**src/design/hsc_cfg.svh**
```systemverilog
`ifndef HSC_CFG_SVH
`define HSC_CFG_SVH

// ====================================================================
// Register byte offsets
`define HSC_OFS_MODE      12'h000
`define HSC_OFS_TLIMIT    12'h004
`define HSC_OFS_OFFSET    12'h008
`define HSC_OFS_OFSTYPE   12'h00C
`define HSC_OFS_STATUS    12'h010
`define HSC_OFS_ABSPOS    12'h014
`define HSC_NUM_REGS      6

// ====================================================================
// Register indexes (byte offset / 4)
`define HSC_IDX_MODE      3'h0
`define HSC_IDX_TLIMIT    3'h1
`define HSC_IDX_OFFSET    3'h2
`define HSC_IDX_OFSTYPE   3'h3

// ====================================================================
// Field layout
`define HSC_MODE_W        4
`define HSC_TLIM_W        16
`define HSC_OFSTYPE_W     2
`define HSC_ST_ACTIVE_BIT 0
`define HSC_ST_DONE_BIT   1
`define HSC_ST_FAULT_BIT  2
`define HSC_ST_SEEN_BIT   3
`define HSC_ST_STATE_LSB  4

// ====================================================================
// Homing mode codes
`define HSC_MODE_OFF      4'h0
`define HSC_MODE_START_A  4'h1
`define HSC_MODE_START_B  4'h2
`define HSC_MODE_FIRST_ON 4'h3
`define HSC_MODE_AUTO_A   4'h4
`define HSC_MODE_AUTO_B   4'h5
`define HSC_MODE_HERE     4'h6
`define HSC_MODE_DI_CAP   4'h8

// Offset type codes that apply the offset
`define HSC_OFSTYPE_APPLY_A 2'h0
`define HSC_OFSTYPE_APPLY_B 2'h2

// ====================================================================
// Reset values
`define HSC_MODE_RST      4'h0
`define HSC_TLIM_RST      16'h2710
`define HSC_OFFSET_RST    32'h0000_0000
`define HSC_OFSTYPE_RST   2'h0

// ====================================================================
// Timing
`define HSC_CLK_PERIOD_NS 100
`define HSC_MS_IN_NS      1000000
`define HSC_MS_CYCLES     (`HSC_MS_IN_NS / `HSC_CLK_PERIOD_NS)

`endif

```
**src/design/hsc_pkg.sv**
```systemverilog
package hsc_pkg;

  // ==================================================================
  // Sequencer states
  typedef enum logic [2:0] {
    HSC_IDLE  = 3'b001,
    HSC_RUN   = 3'b010,
    HSC_FAULT = 3'b100
  } hsc_state_type;

  // ==================================================================
  // APB request as seen by the slave
  typedef struct packed {
    logic        sel;
    logic        enable;
    logic        write;
    logic [11:0] addr;
    logic [31:0] wdata;
  } hsc_apb_req_type;

  // Decoded register write
  typedef struct packed {
    logic        wr;
    logic [2:0]  idx;
    logic [31:0] wdata;
  } hsc_reg_wr_type;

endpackage

```
**src/design/hsc_apb_slave.sv**
```systemverilog
`timescale 1ns/1ps
`include "hsc_cfg.svh"

module hsc_apb_slave #(
  parameter int NREG = `HSC_NUM_REGS
) (
  input  wire logic                       pclk,
  input  wire logic                       presetn,
  input  wire logic                       ce,
  input  wire hsc_pkg::hsc_apb_req_type   req,
  input  wire logic [NREG-1:0][31:0]      rd_words,
  output logic                            pready,
  output logic                            pslverr,
  output logic [31:0]                     prdata,
  output hsc_pkg::hsc_reg_wr_type         reg_wr
);
  import hsc_pkg::*;

  logic        mapped;
  logic [2:0]  idx;
  logic [31:0] prdata_d;
  logic [31:0] prdata_q;

  // ==================================================================
  // Address decode
  assign idx     = req.addr[4:2];
  assign mapped  = (req.addr[11:5] == 7'h00) && (req.addr[1:0] == 2'h0) &&
                   (32'(idx) < NREG);
  // Access phase completes in one cycle unless frozen
  assign pready  = req.sel & req.enable & ce;
  assign pslverr = pready & ~mapped;
  assign prdata  = prdata_q;

  // Write strobe at the completing edge only
  always_comb begin
    reg_wr.wr    = pready & req.write & mapped;
    reg_wr.idx   = idx;
    reg_wr.wdata = req.wdata;
  end

  // Read word captured during setup phase
  always_comb begin
    prdata_d = prdata_q;
    if (req.sel && !req.enable && !req.write) begin
      prdata_d = mapped ? rd_words[idx] : 32'h0000_0000;
    end
  end

  always_ff @(posedge pclk or negedge presetn) begin
    if (!presetn) begin
      prdata_q <= 32'h0000_0000;
    end else if (ce) begin
      prdata_q <= prdata_d;
    end
  end

endmodule // hsc_apb_slave

```
**src/design/hsc_ms_timer.sv**
```systemverilog
`timescale 1ns/1ps
`include "hsc_cfg.svh"

module hsc_ms_timer #(
  parameter int MS_CYCLES = `HSC_MS_CYCLES,
  parameter int LIM_W     = `HSC_TLIM_W
) (
  input  wire logic             pclk,
  input  wire logic             presetn,
  input  wire logic             ce,
  input  wire logic             restart,
  input  wire logic             run,
  input  wire logic [LIM_W-1:0] limit,
  output logic                  expired
);
  import hsc_pkg::*;

  logic [31:0]    presc_q;
  logic [31:0]    presc_d;
  logic [LIM_W:0] ms_q;
  logic [LIM_W:0] ms_d;
  logic           exp_q;
  logic           exp_d;

  assign expired = exp_q;

  // Millisecond prescaler and elapsed count, zeroed per run
  always_comb begin
    presc_d = presc_q;
    ms_d    = ms_q;
    exp_d   = exp_q;
    if (restart) begin
      presc_d = 32'h0000_0000;
      ms_d    = '0;
      exp_d   = 1'b0;
    end else if (run) begin
      if (presc_q == 32'(MS_CYCLES - 1)) begin
        presc_d = 32'h0000_0000;
        if (!ms_q[LIM_W]) begin
          ms_d = ms_q + 1'b1;
        end
      end else begin
        presc_d = presc_q + 32'h0000_0001;
      end
      exp_d = (ms_q > {1'b0, limit});
    end
  end

  always_ff @(posedge pclk or negedge presetn) begin
    if (!presetn) begin
      presc_q <= 32'h0000_0000;
      ms_q    <= '0;
      exp_q   <= 1'b0;
    end else if (ce) begin
      presc_q <= presc_d;
      ms_q    <= ms_d;
      exp_q   <= exp_d;
    end
  end

endmodule // hsc_ms_timer

```
**src/design/hsc_top.sv**
```systemverilog
// Summary of operation
// - Start input transitions are ignored while a run is in progress.
// - Modes 1/2: servo_on low stops; restart needs servo_on then start.
// - Modes 1/2: timeout stops motor; new start edge clears fault and reruns.
// - Modes 1/2 accept any number of repeated runs.
// - Mode 3 runs only on the first servo_on after power-on.
// - Mode 3 timeout stops the motor; fault clears when servo_on drops.
// - Mode 3 cannot rerun until the next power-on.
// - Modes 4/5 start a run at once when servo_on rises.
// - Modes 4/5: servo_on low halts at once; raising it reruns.
// - Modes 4/5 timeout zeroes mode, stops; servo_on low clears fault.
// - Modes 4/5 write mode zero after a successful run.
// - Mode 6 sets present position home, using offset if type 0/2, nonzero.
// - Mode 6 then writes mode zero; rerun needs only the mode rewritten.
// - Fault raised when run exceeds programmable millisecond time limit.
// - Done flag set after homing in position mode, else low.
`timescale 1ns/1ps
`include "hsc_cfg.svh"

module hsc_top #(
  parameter int MS_CYCLES = `HSC_MS_CYCLES
) (
  input  wire logic        pclk,
  input  wire logic        presetn,
  input  wire logic        ce,
  input  wire logic        psel,
  input  wire logic        penable,
  input  wire logic        pwrite,
  input  wire logic [11:0] paddr,
  input  wire logic [31:0] pwdata,
  output logic [31:0]      prdata,
  output logic             pready,
  output logic             pslverr,
  input  wire logic        servo_on,
  input  wire logic        homing_start_input,
  input  wire logic        home_reached,
  input  wire logic        position_mode,
  input  wire logic        di_position_capture_home,
  input  wire logic [31:0] motor_position,
  output logic             homing_active,
  output logic             homing_done_flag,
  output logic             homing_timeout_fault,
  output logic [31:0]      absolute_motor_position
);
  import hsc_pkg::*;

  // ==================================================================
  // Declarations
  hsc_apb_req_type               apb_req;
  hsc_reg_wr_type                reg_wr;
  logic [`HSC_NUM_REGS-1:0][31:0] rd_words;

  hsc_state_type                 st_q;
  hsc_state_type                 st_d;
  logic [`HSC_MODE_W-1:0]        mode_q;
  logic [`HSC_MODE_W-1:0]        mode_d;
  logic [`HSC_MODE_W-1:0]        run_mode_q;
  logic [`HSC_MODE_W-1:0]        run_mode_d;
  logic [`HSC_TLIM_W-1:0]        tlim_q;
  logic [`HSC_TLIM_W-1:0]        tlim_d;
  logic [31:0]                   offset_q;
  logic [31:0]                   offset_d;
  logic [`HSC_OFSTYPE_W-1:0]     ofstype_q;
  logic [`HSC_OFSTYPE_W-1:0]     ofstype_d;
  logic [31:0]                   home_q;
  logic [31:0]                   home_d;
  logic [31:0]                   ofs_used_q;
  logic [31:0]                   ofs_used_d;
  logic [31:0]                   abs_q;
  logic [31:0]                   abs_d;
  logic                          fault_q;
  logic                          fault_d;
  logic                          done_q;
  logic                          done_d;
  logic                          son_seen_q;
  logic                          son_seen_d;
  logic                          son_prev_q;
  logic                          start_prev_q;
  logic                          cap_prev_q;

  logic                          son_rise;
  logic                          start_rise;
  logic                          cap_rise;
  logic                          restart;
  logic                          expired;
  logic [31:0]                   ofs_apply;

  // ==================================================================
  // Mode classification helpers
  function automatic logic is_start_mode(input logic [`HSC_MODE_W-1:0] m);
    is_start_mode = (m == `HSC_MODE_START_A) || (m == `HSC_MODE_START_B);
  endfunction

  function automatic logic is_auto_mode(input logic [`HSC_MODE_W-1:0] m);
    is_auto_mode = (m == `HSC_MODE_AUTO_A) || (m == `HSC_MODE_AUTO_B);
  endfunction

  // ==================================================================
  // Bus slave
  always_comb begin
    apb_req.sel    = psel;
    apb_req.enable = penable;
    apb_req.write  = pwrite;
    apb_req.addr   = paddr;
    apb_req.wdata  = pwdata;
  end

  // Read-back words
  always_comb begin
    rd_words    = '0;
    rd_words[0] = {28'h000_0000, mode_q};
    rd_words[1] = {16'h0000, tlim_q};
    rd_words[2] = offset_q;
    rd_words[3] = {30'h0000_0000, ofstype_q};
    rd_words[4][`HSC_ST_ACTIVE_BIT]    = (st_q == HSC_RUN);
    rd_words[4][`HSC_ST_DONE_BIT]      = done_q;
    rd_words[4][`HSC_ST_FAULT_BIT]     = fault_q;
    rd_words[4][`HSC_ST_SEEN_BIT]      = son_seen_q;
    rd_words[4][`HSC_ST_STATE_LSB+:3]  = st_q;
    rd_words[5] = abs_q;
  end

  hsc_apb_slave #(
    .NREG     (`HSC_NUM_REGS)
  ) u_apb (
    .pclk     (pclk),
    .presetn  (presetn),
    .ce       (ce),
    .req      (apb_req),
    .rd_words (rd_words),
    .pready   (pready),
    .pslverr  (pslverr),
    .prdata   (prdata),
    .reg_wr   (reg_wr)
  );

  // ==================================================================
  // Run timer
  hsc_ms_timer #(
    .MS_CYCLES (MS_CYCLES),
    .LIM_W     (`HSC_TLIM_W)
  ) u_timer (
    .pclk      (pclk),
    .presetn   (presetn),
    .ce        (ce),
    .restart   (restart),
    .run       (st_q == HSC_RUN),
    .limit     (tlim_q),
    .expired   (expired)
  );

  // ==================================================================
  // Input edges
  assign son_rise   = servo_on & ~son_prev_q;
  assign start_rise = homing_start_input & ~start_prev_q;
  assign cap_rise   = di_position_capture_home & ~cap_prev_q;

  // Offset applied only for the enabling types and a nonzero value
  assign ofs_apply = (((ofstype_q == `HSC_OFSTYPE_APPLY_A) ||
                       (ofstype_q == `HSC_OFSTYPE_APPLY_B)) &&
                      (offset_q != 32'h0000_0000)) ? offset_q : ofs_used_q;

  // ==================================================================
  // Sequencer next state
  always_comb begin
    st_d       = st_q;
    mode_d     = mode_q;
    run_mode_d = run_mode_q;
    tlim_d     = tlim_q;
    offset_d   = offset_q;
    ofstype_d  = ofstype_q;
    home_d     = home_q;
    ofs_used_d = ofs_used_q;
    fault_d    = fault_q;
    done_d     = done_q & position_mode;
    son_seen_d = son_seen_q | son_rise;
    restart    = 1'b0;
    unique case (st_q)
      HSC_IDLE: begin
        // Start only with servo on already present
        if (is_start_mode(mode_q) && servo_on && start_rise) begin
          st_d       = HSC_RUN;
          run_mode_d = mode_q;
          restart    = 1'b1;
          done_d     = 1'b0;
        end else if ((mode_q == `HSC_MODE_FIRST_ON) && son_rise &&
                     !son_seen_q) begin
          st_d       = HSC_RUN;
          run_mode_d = mode_q;
          restart    = 1'b1;
          done_d     = 1'b0;
        end else if (is_auto_mode(mode_q) && son_rise) begin
          st_d       = HSC_RUN;
          run_mode_d = mode_q;
          restart    = 1'b1;
          done_d     = 1'b0;
        end else if (mode_q == `HSC_MODE_HERE) begin
          // Present position becomes home, then mode self-clears
          home_d     = motor_position;
          ofs_used_d = ofs_apply;
          done_d     = position_mode;
          mode_d     = `HSC_MODE_OFF;
        end else if ((mode_q == `HSC_MODE_DI_CAP) && cap_rise) begin
          // Captured position becomes home, mode stays armed
          home_d     = motor_position;
          ofs_used_d = ofs_apply;
          done_d     = position_mode;
        end
      end
      HSC_RUN: begin
        // Start input not looked at while running
        if (!servo_on) begin
          st_d = HSC_IDLE;
        end else if (home_reached) begin
          st_d       = HSC_IDLE;
          home_d     = motor_position;
          ofs_used_d = ofs_apply;
          done_d     = position_mode;
          if (is_auto_mode(run_mode_q)) begin
            mode_d = `HSC_MODE_OFF;
          end
        end else if (expired) begin
          st_d    = HSC_FAULT;
          fault_d = 1'b1;
          if (is_auto_mode(run_mode_q)) begin
            mode_d = `HSC_MODE_OFF;
          end
        end
      end
      HSC_FAULT: begin
        if (is_start_mode(run_mode_q)) begin
          // Fresh start edge clears the fault and reruns
          if (servo_on && start_rise && is_start_mode(mode_q)) begin
            st_d       = HSC_RUN;
            run_mode_d = mode_q;
            fault_d    = 1'b0;
            restart    = 1'b1;
          end
        end else if (!servo_on) begin
          st_d    = HSC_IDLE;
          fault_d = 1'b0;
        end
      end
      default: begin
        st_d = HSC_IDLE;
      end
    endcase
    // Software writes last so a new mode beats a hardware clear
    if (reg_wr.wr) begin
      unique case (reg_wr.idx)
        `HSC_IDX_MODE:    mode_d    = reg_wr.wdata[`HSC_MODE_W-1:0];
        `HSC_IDX_TLIMIT:  tlim_d    = reg_wr.wdata[`HSC_TLIM_W-1:0];
        `HSC_IDX_OFFSET:  offset_d  = reg_wr.wdata;
        `HSC_IDX_OFSTYPE: ofstype_d = reg_wr.wdata[`HSC_OFSTYPE_W-1:0];
        default:          mode_d    = mode_d;
      endcase
    end
  end

  // Reported absolute position follows home and offset
  assign abs_d = motor_position - home_q + ofs_used_q;

  // ==================================================================
  // State registers
  always_ff @(posedge pclk or negedge presetn) begin
    if (!presetn) begin
      st_q         <= HSC_IDLE;
      mode_q       <= `HSC_MODE_RST;
      run_mode_q   <= `HSC_MODE_RST;
      tlim_q       <= `HSC_TLIM_RST;
      offset_q     <= `HSC_OFFSET_RST;
      ofstype_q    <= `HSC_OFSTYPE_RST;
      home_q       <= 32'h0000_0000;
      ofs_used_q   <= 32'h0000_0000;
      abs_q        <= 32'h0000_0000;
      fault_q      <= 1'b0;
      done_q       <= 1'b0;
      son_seen_q   <= 1'b0;
      son_prev_q   <= 1'b0;
      start_prev_q <= 1'b0;
      cap_prev_q   <= 1'b0;
    end else if (ce) begin
      st_q         <= st_d;
      mode_q       <= mode_d;
      run_mode_q   <= run_mode_d;
      tlim_q       <= tlim_d;
      offset_q     <= offset_d;
      ofstype_q    <= ofstype_d;
      home_q       <= home_d;
      ofs_used_q   <= ofs_used_d;
      abs_q        <= abs_d;
      fault_q      <= fault_d;
      done_q       <= done_d;
      son_seen_q   <= son_seen_d;
      son_prev_q   <= servo_on;
      start_prev_q <= homing_start_input;
      cap_prev_q   <= di_position_capture_home;
    end
  end

  // ==================================================================
  // Outputs
  assign homing_active           = (st_q == HSC_RUN);
  assign homing_done_flag        = done_q;
  assign homing_timeout_fault    = fault_q;
  assign absolute_motor_position = abs_q;

endmodule // hsc_top

```
**config.mk**
```make
export PLATFORM = sky130hd
export DESIGN_NAME = hsc_top
export DESIGN_NICKNAME = d
export VERILOG_FILES = /design/src/design/hsc_pkg.sv /design/src/design/hsc_apb_slave.sv /design/src/design/hsc_ms_timer.sv /design/src/design/hsc_top.sv
export VERILOG_INCLUDE_DIRS = /design/src /design/src/design
export SDC_FILE = /design/constraint.sdc
export NUM_CORES = 1
export LEC_CHECK = 0
export BUFFER_PORTS_ARGS = -buffer_cell sky130_fd_sc_hd__buf_4
export CAP_MARGIN = 15
export CELL_PAD_IN_SITES_DETAIL_PLACEMENT = 2
export CELL_PAD_IN_SITES_GLOBAL_PLACEMENT = 2
export CORE_MARGIN = 5
export CORE_UTILIZATION = 25
export CTS_CLUSTER_DIAMETER = 120
export DETAILED_ROUTE_END_ITERATION = 10
export PLACE_DENSITY_LB_ADDON = 0.1
export REMOVE_ABC_BUFFERS = 1
export SLEW_MARGIN = 20
export SYNTH_ARGS = -nofsm -noshare
export SYNTH_HDL_FRONTEND = slang
export SYNTH_SLANG_ARGS = --single-unit
```
**constraint.sdc**
```tcl
create_clock -name pclk -period 4.5 [get_ports pclk]
set_input_delay 0.9 -clock pclk [delete_from_list [all_inputs] [get_ports pclk]]
set_output_delay 0.9 -clock pclk [all_outputs]
set_load 0.03 [all_outputs]
```
# After elaboration in Yosys (flattened, before gate mapping)
# Index checks and enable logic that the tools add are counted.
[totals]
in_bits = 87
word_cells = 194
out_inout_bits = 69
reg_bits = 245
[classes]
bitwise_logic = 14
muxes = 77
eq_ne = 34
addsub = 4
order_cmp = 3
n_reduce_logical = 42
[op_table]
columns = ["op", "n"]
rows = [
  ["two-way mux 32 bit", 20],
  ["case mux 32 bit (2 select lines)", 2],
  ["binary-select mux 32 bit (select 3 bit)", 1],
  ["two-way mux 17 bit", 4],
  ["two-way mux 4 bit", 15],
  ["adder 32 x 1 -> 32 bit, second input constant", 1],
  ["adder 32 bit", 1],
  ["== test 32 x 14 -> 1 bit, second input constant", 1],
  ["nonzero test 32 bit", 1],
  ["subtractor 32 bit", 1],
  ["two-way mux 3 bit", 9],
  ["== test 4 x 3 -> 1 bit, second input constant", 5],
  ["two-way mux 1 bit", 20],
  ["inequality test 2 bit, second input constant", 9],
  ["adder 17 x 1 -> 17 bit, second input constant", 1],
  ["greater-than comparator 17 x 16 -> 1 bit", 1],
  ["case mux 4 bit (2 select lines)", 2],
  ["logical AND 1 bit", 13],
  ["== test 4 x 2 -> 1 bit, second input constant", 3],
  ["AND reduction 3 bit", 4],
  ["AND reduction 5 bit", 2],
  ["nonzero test 2 bit", 5],
  ["AND 1 bit", 9],
  ["== test 3 x 2 -> 1 bit, second input constant", 3],
  ["24 further kinds", 41],
]

# Longest topological paths before layout
# Gate-level depths: netlist of run 1.
[logic_depth]
word_depth = 10
depth_mapped = 13
ltp_nobuf = 13

# By module
# From an unflattened synthesis of run 1, not the netlist that was laid out.
[unflattened]
cells_unflattened = 1458
area_unflattened_um2 = 15579.9
[modules_own_cells]
columns = ["module", "instances", "area_per_inst_um2", "cells_per_inst", "seq_area_each_um2"]
rows = [
  ["hsc_top", 1, 9415.3, 889, 4086.4],
  ["hsc_ms_timer", 1, 3133.0, 342, 1251.2],
  ["hsc_apb_slave", 1, 3031.7, 227, 800.8],
]

# Worst setup path before layout of run 1
# No wires, ideal clock.
[synth_path]
path_kind = "input to register"
start = "input port motor_position[1]"
end = "register abs_q[30], in the netlist absolute_motor_position[30]"
required_time_ps = 4430
stages = 12
path_buffers = 0
setup_ps = 70
arrival_ps = 3652
slack_ps = 778
cell_sequence = "inv_1 > fa_1 > inv_1 > fa_1 > a21oi_1 > nor2_1 > or2_2 > a211oi_1 > o2111ai_1 > a41o_1 > a211oi_1 > nand3b_1"
[synth_between]
elab_chain_len = 2
[synth_lines]
columns = ["item", "line_no", "source"]
rows = [
  ["from (decl)", "hsc_top.sv:39", "input wire logic [31:0] motor_position,"],
  ["subtractor 32 bit", "hsc_top.sv:261", "assign abs_d = motor_position - home_q + ofs_used_q;"],
  ["adder 32 bit", "hsc_top.sv:261", ""],
  ["to (signal assigned)", "hsc_top.sv:291", "abs_q <= abs_d;"],
  ["to (decl)", "hsc_top.sv:69", "logic [31:0] abs_q;"],
]
# No other way between the ends.
# A chain may end at the register's enable or synchronous reset.

# Final worst setup path of run 1
[layout_path]
start = "input port motor_position[8]"
end = "register abs_q[31], in the netlist absolute_motor_position[31]"
# Same word-level chain as after synthesis.

==> results of run 1 <==
## layer usage
layer	wire length (um)	global-route usage	up-vias	part of all wire
li1	-	-	5059	-
met1	22300	0.215	5498	0.46
met2	23800	0.277	160	0.49
met3	1740	0.0232	46	0.036
met4	860	0.0364	0	0.018
met5	0	0	-	0
## state kept, by name, indices dropped and copies added, names as in the netlist, 2 cells and up
register and cells:
mode_q 4, u_timer.presc_q 32, absolute_motor_position 32, u_apb.prdata 32, offset_q 32, u_timer.ms_q 17, tlim_q 16, run_mode_q 4
ofstype_q 2, ofs_used_q 32, st_q 3, home_q 32
## power groups by stage
stage	combinational (mW)	clock, mW	sequential [mW]
floorplan	0.448	0	2.59
global placement	1.10	0	2.49
detailed placement	1.11	0	2.49
CTS	1.11	3.01	2.45
global route	1.19	3.10	2.46
finish	1.08	2.91	2.44
## worst max-delay path by stage
stage | end | slack, ps
CTS | absolute_motor_position[31] | 640
global placement | absolute_motor_position[31] | 100
global route | absolute_motor_position[31] | 350
finish | absolute_motor_position[31] | 640
floorplan | absolute_motor_position[30] | 780
detailed placement | absolute_motor_position[31] | 50
## synthesized netlist by cell type, types with 11 or more instances
cell type | count | area share
dfrtp_1 | 239 | 0.43
inv_1 | 159 | 0.043
nand2_1 | 120 | 0.032
mux2_2 | 86 | 0.069
nor2_1 | 81 | 0.022
o21ai_0 | 72 | 0.026
ha_1 | 50 | 0.045
a21oi_1 | 47 | 0.017
clkbuf_1 | 44 | 0.012
nand3_1 | 35 | 0.012
xor2_1 | 35 | 0.022
buf_4 | 32 | 0.017
fa_1 | 31 | 0.044
xnor2_1 | 31 | 0.019
mux2_1 | 30 | 0.024
a22oi_1 | 29 | 0.016
a22o_1 | 22 | 0.014
o31ai_1 | 21 | 0.011
nand4_1 | 19 | 0.0085
nor3_1 | 18 | 0.0064
nor4_1 | 18 | 0.0080
a21o_1 | 14 | 0.0075
nor2b_1 | 13 | 0.0058
and3_1 | 12 | 0.0053
a211oi_1 | 11 | 0.0059
## metrics by stage
stage               cell area, um^2  total power, mW  hold slack, ps
finish                        17100             6.44             350
global route                  17100             6.76             405
CTS                           17100             6.58             405
detailed placement            15900             3.60             479
global placement              15900             3.59             465
floorplan                     13600             3.04             464
## cells by family after synthesis
| group | after synthesis |
|---|---|
| AO/OA/AOI/OAI | 270 |
| XOR/XNOR | 66 |
| adder cells (fa/ha/maj) | 81 |
| buffers and inverters | 254 |
| flip-flops | 245 |
| multiplexers | 128 |
| AND/OR/NAND/NOR | 359 |
## worst reg2reg max path, stage by stage (launching register included)
cell and delay (ps):
dfrtp_1 400, fa_1 510, inv_1 40, ha_1 350
a21oi_1 320, nor2_1 120, a211oi_1 440, a2111oi_0 210
buf_4 180, o21ai_0 460, a21oi_1 170, xnor2_1 160
mux2_2 260
## final cells by class
cell class	count	area [um^2]	share of cell area
inverters	160	601	0.0351
multi-input cells	904	6830	0.399
clock inverters	12	163	0.00950
clock buffers	49	1030	0.0602
repair buffers	182	1410	0.0825
diodes	1	2.50	0.000146
flip-flops and latches	245	6140	0.359
well taps	748	936	0.0547
==> results.md, run 1 <==
* Slew @ Worst Pin at between 1000 and 1500 ps
* Avg WL per Cell at 21.2 um
* CP Launch Type: input port
* Internal at roughly 4.6 mW
* Final Core Density at 0.309
* Flop-to-flop setup slack at 750 ps
* Hold Vio Cnt, Final at 0
* Die Wd at 247 um
* Initial Utilization at 0.253
* Die Area at roughly 61000 um^2
* Arrival time of the worst setup path at about 4300 ps
* Vias per cell at ~4.7
* Syn_area_per_cell at ~10 um^2
* Setup violators final at 0
* Synth Warn # at 0
* Adder-cell area share of the yosys netlist at 0.0888
* Dpl hpwl at around 36 mm
* Die Ht at 247 um
* Clk_skew at ~19 ps
* Clock root buffer: clkbuf_16
* Clock Power Share at 0.452
* Fmax at around 260 MHz
* Setup repair after global routing missed its margin: false
* Logic gate share of total power at 0.169
* Largest family of logic cells by synthesized area: compound AO/OA/AOI/OAI gates
* Pwr per Cell Area at about 380 nW/um^2
* Total Wirelength at just under 50 mm
* Non-filler instance count after layout at 2301
* Placer congestion estimate at 0.777
* Fin. max-slew vios at 0
* Reported max-cap violation count at 0
* Switching power at 1.87 mW
* WP data required at between 4000 and 5000 ps
* WS Path Type: in -> reg
* Post-synthesis xor/xnor area fraction at 0.0412
* First-pass GRT wire length at approximately 76 mm
* Worst Path Buf+Inv at 4
* CTS Hold Bufs at 0
* Ys flop type: dfrtp_1
* Cts bufs inserted at 34
* Reg2reg end: absolute_motor_position[31]
* Worst Hold Class: in -> async
* Minimum clock period at approximately 3900 ps
* Yosys reg bits at 245
* Critical Path Stages at 14
* Worst Setup End Kind: register
* Ys async rst share at 1.00
* Number of antenna violations at the first check in global routing at 2
* Register area share after synthesis at 0.437
* Post-synth EDFFs at 0
* Fill count at ~6100
* CTS max path bufs at 3
* First DRT Iteration DRCs at approximately 360
* Setup TNS Final at 0 ps
* Share of cells above drive strength 1 at 0.224
* TritonCTS clock tree: built
* Core area at around 55000 um^2
* Largest fanout on the critical path at 5
* Largest net degree at the start of global routing at 90
* H-Tree Depth at 2
* Slew headroom at 0.287
* Mux contribution to synthesized area at 0.103
* Clock Pin Slew Worst Setup and Hold Paths at around 60 ps
* Final worst slack at around 640 ps
* Ratio of final minimum period to clock period at 0.858
* IO Count at roughly 160
* Reg2Reg Depth at 12
* Status: completed
* Nets at around 1700
* CP delay by family, top: compound AO/OA/AOI/OAI gates
* Area growth syn-to-layout at 21.9%
* Crit Reg-Reg Startpoint: home_q[8]
* Commonest non-fill, non-tap cells in the layout: dfrtp_1, buf_4, inv_1, nand2_1, mux2_2
* Latest clock arrival within the worst-skew pair at 540 ps
* Placement row count at 86
* PortBufs at 155
* Synthesized area at 14000 um^2
* Overflow after GRT at 0
* Simple-Gate Fraction of Synth Area at 0.124
* Crit path cell chain: buf_4 > inv_1 > fa_1 > inv_1 > ha_1 > a21oi_1 > nor2_1 > a211oi_1 > a2111oi_0 > buf_4 > o21ai_0 > a21oi_1 > xnor2_1 > mux2_2
* Most common cell after layout, fill and taps aside: dfrtp_1
* Antenna viol nets, final at 0
* Pre-antenna DRT Iters at 4
* Via Count at 10800
* Sw frac at 0.291
* Sequential power share at 0.380
* Crit-path max cell delay at 530 ps
* Drt drc at 0
* # clock sinks at approximately 250
* Slowest stage cell, crit path: fa_1
* Post-CTS sizing at 0
* Dpl cells at ~2200
* Gr usage total at 0.161
* Dpl ws at between 40 and 50 ps
* Synth Area in Compound Gates at 0.128
* VDD IR-drop max at 194 uV
* Vias in the first global route at 12100
* Count of different cell masters after synthesis at about 70
* Critical path startpoint: motor_position[8]
* Post-CTS Setup Inserts at 0
* Synthesized instance count at approximately 1400
* Static leakage at 8.09 nW
(Power assumes the default switching activity.)
==> run 2: changes to the inputs <==
--- a/config.mk
+++ b/config.mk
@@ -11,7 +11,7 @@
 export CELL_PAD_IN_SITES_DETAIL_PLACEMENT = 2
 export CELL_PAD_IN_SITES_GLOBAL_PLACEMENT = 2
 export CORE_MARGIN = 5
-export CORE_UTILIZATION = 25
+export CORE_UTILIZATION = 38
 export CTS_CLUSTER_DIAMETER = 120
 export DETAILED_ROUTE_END_ITERATION = 10
 export PLACE_DENSITY_LB_ADDON = 0.1
==> run 2 against run 1 <==
  * Critical path depth did not move
  * Via count rose by 2.7%
  * Setup slack improved by 210 ps
  * Clock skew fell by 5.9 ps
  * Critical endpoint is now absolute_motor_position[29]
==> results.md, run 2 (synthesis results as in run 1) <==
* Status: completed
* Cts bufs inserted at 30
* Die Ht at ~200 um
* IO Count at approximately 160
* Nets at between 1500 and 2000
* WP data required at just under 5000 ps
* Number of antenna violations at the first check in global routing at 0
* Met3 WL at around 1.5 mm
* Placed Area at approximately 16000 um^2
* Overflow after GRT at 0
* Vias in the first global route at between 10000 and 15000
* Total Wirelength at approximately 45 mm
* First DRT Iteration DRCs at just under 500
* Static leakage at 8.02 nW
* M1 WL at between 20 and 25 mm
* Setup TNS Final at 0 ps
* Clock root buffer: clkbuf_16
* CP Launch Type: input port
* Slew headroom at 0.260
* Avg WL per Cell at 22.5 um
* Vias per cell at 5.50
* Commonest non-fill, non-tap cells in the layout: dfrtp_1, buf_4, inv_1, nand2_1, mux2_2
* Minimum clock period at about 3700 ps
* Min Hold Slack at ~420 ps
* Die Wd at around 200 um
* Post-CTS Setup Inserts at 0
* Setup violators final at 0
* Worst Hold Class: in -> async
* Largest net degree at the start of global routing at 107
* Slew @ Worst Pin at 1110 ps
* Die Area at about 41000 um^2
* Reported max-cap violation count at 0
* Most common cell after layout, fill and taps aside: dfrtp_1
* Pre-antenna DRT Iters at 4
* Final Core Density at 0.455
* Clk_skew at ~13 ps
* Hold Vio Cnt, Final at 0
* Gr usage total at 0.219
* Pwr per Cell Area at ~370 nW/um^2
* CTS Hold Bufs at 0
* Worst Setup End Kind: register
* WS Path Type: in -> reg
* Initial Utilization at 0.384
* Dpl hpwl at between 30 and 40 mm
* First-pass GRT wire length at between 70 and 80 mm
* Placement row count at 70
* PortBufs at 155
* Met2 wire length at ~22 mm
* Antenna viol nets, final at 0
* H-Tree Depth at 1
* Via Count at between 10000 and 15000
* Tot Pwr at between 6 and 7 mW
* Multi-input gate area at 6830 um^2
* TritonCTS clock tree: built
* Setup repair after global routing missed its margin: false
* Ratio of final minimum period to clock period at 0.813
* Fin. max-slew vios at 0
* Uppermost layer routed: met4
* Post-CTS sizing at 0
* Core area at 36500 um^2
* Area growth syn-to-layout at 18.3%
* Fill count at slightly below 4000
* VDD IR-drop max at about 280 uV
* Latest clock arrival within the worst-skew pair at about 560 ps
* Post-route design area at 16600 um^2
* Largest fanout on the critical path at 5
* Fmax at roughly 270 MHz
* FF/Latch Area at slightly above 6000 um^2
* Arrival time of the worst setup path at between 4000 and 5000 ps
* CTS max path bufs at 3
* Clock Pin Slew Worst Setup and Hold Paths at 60 ps
* # diodes at 0
* # clock sinks at roughly 250
* Placer congestion estimate at 0.819
* Share of cells above drive strength 1 at 0.220
* Drt drc at 0
run 2: cell count changes in the layout (fill, tap and decap cells not counted), sizes merged:
cell / previous run / this run
buf: 182 / 178
clkbuf: 49 / 42
clkinvlp: 1 / 0
clkinv: 7 / 8
diode: 1 / 0
bufinv: 4 / 6
run 2: layout make-up:
class | instances | share of cell area
clock inverter | 14 | 0.0133
timing repair buffer | 178 | 0.0817
inverter | 160 | 0.0362
multi-input combinational | 904 | 0.411
sequential | 245 | 0.370
clock buffer | 42 | 0.0528
tap | 468 | 0.0353
run 2: metal layers:
layer  up-vias  GRT usage
li1       5048          -
met1      5747      0.288
met2       199      0.387
met3        60     0.0273
met4         0     0.0461
met5         -          0
run 2: per-stage QoR:
step | worst slack, ps | instances
2_1_floorplan | 778 | 1309
3_3_place_gp | 346 | 1955
3_5_place_dp | 273 | 1955
4_1_cts | 854 | 2011
5_1_grt | 613 | 2011
6_report | 843 | 2011
run 2: final timing paths:
| path | from | end | slack (ps) | depth (start not counted) |
|---|---|---|---|---|
| worst max-delay path | motor_position[8] | absolute_motor_position[29] | 840 | 14 |
| max in group asynchronous | presetn | tlim_q[8] | 3030 | 2 |
| min in group pclk | u_apb.prdata[26] | u_apb.prdata[26] | 490 | 2 |
| worst min register to register | u_apb.prdata[26] | u_apb.prdata[26] | 490 | 2 |
| worst max register to register | home_q[8] | absolute_motor_position[29] | 950 | 12 |
| worst min-delay path | presetn | offset_q[18] | 420 | 1 |
run 2: critical path, cell delays in order:
cell and delay, ps:
buf_4 80, inv_1 60, fa_1 530, inv_1 40
ha_1 360, a21oi_1 360, nor2_1 120, a211oi_1 370
a2111oi_0 190, buf_4 190, or2_2 280, a211oi_1 250
xnor2_1 100, mux2_2 270
run 2: report_power, final:
part	internal, mW	switching [mW]
clock	1.69	0.981
sequential	2.31	0.126
combinational	0.428	0.641
total	4.43	1.75
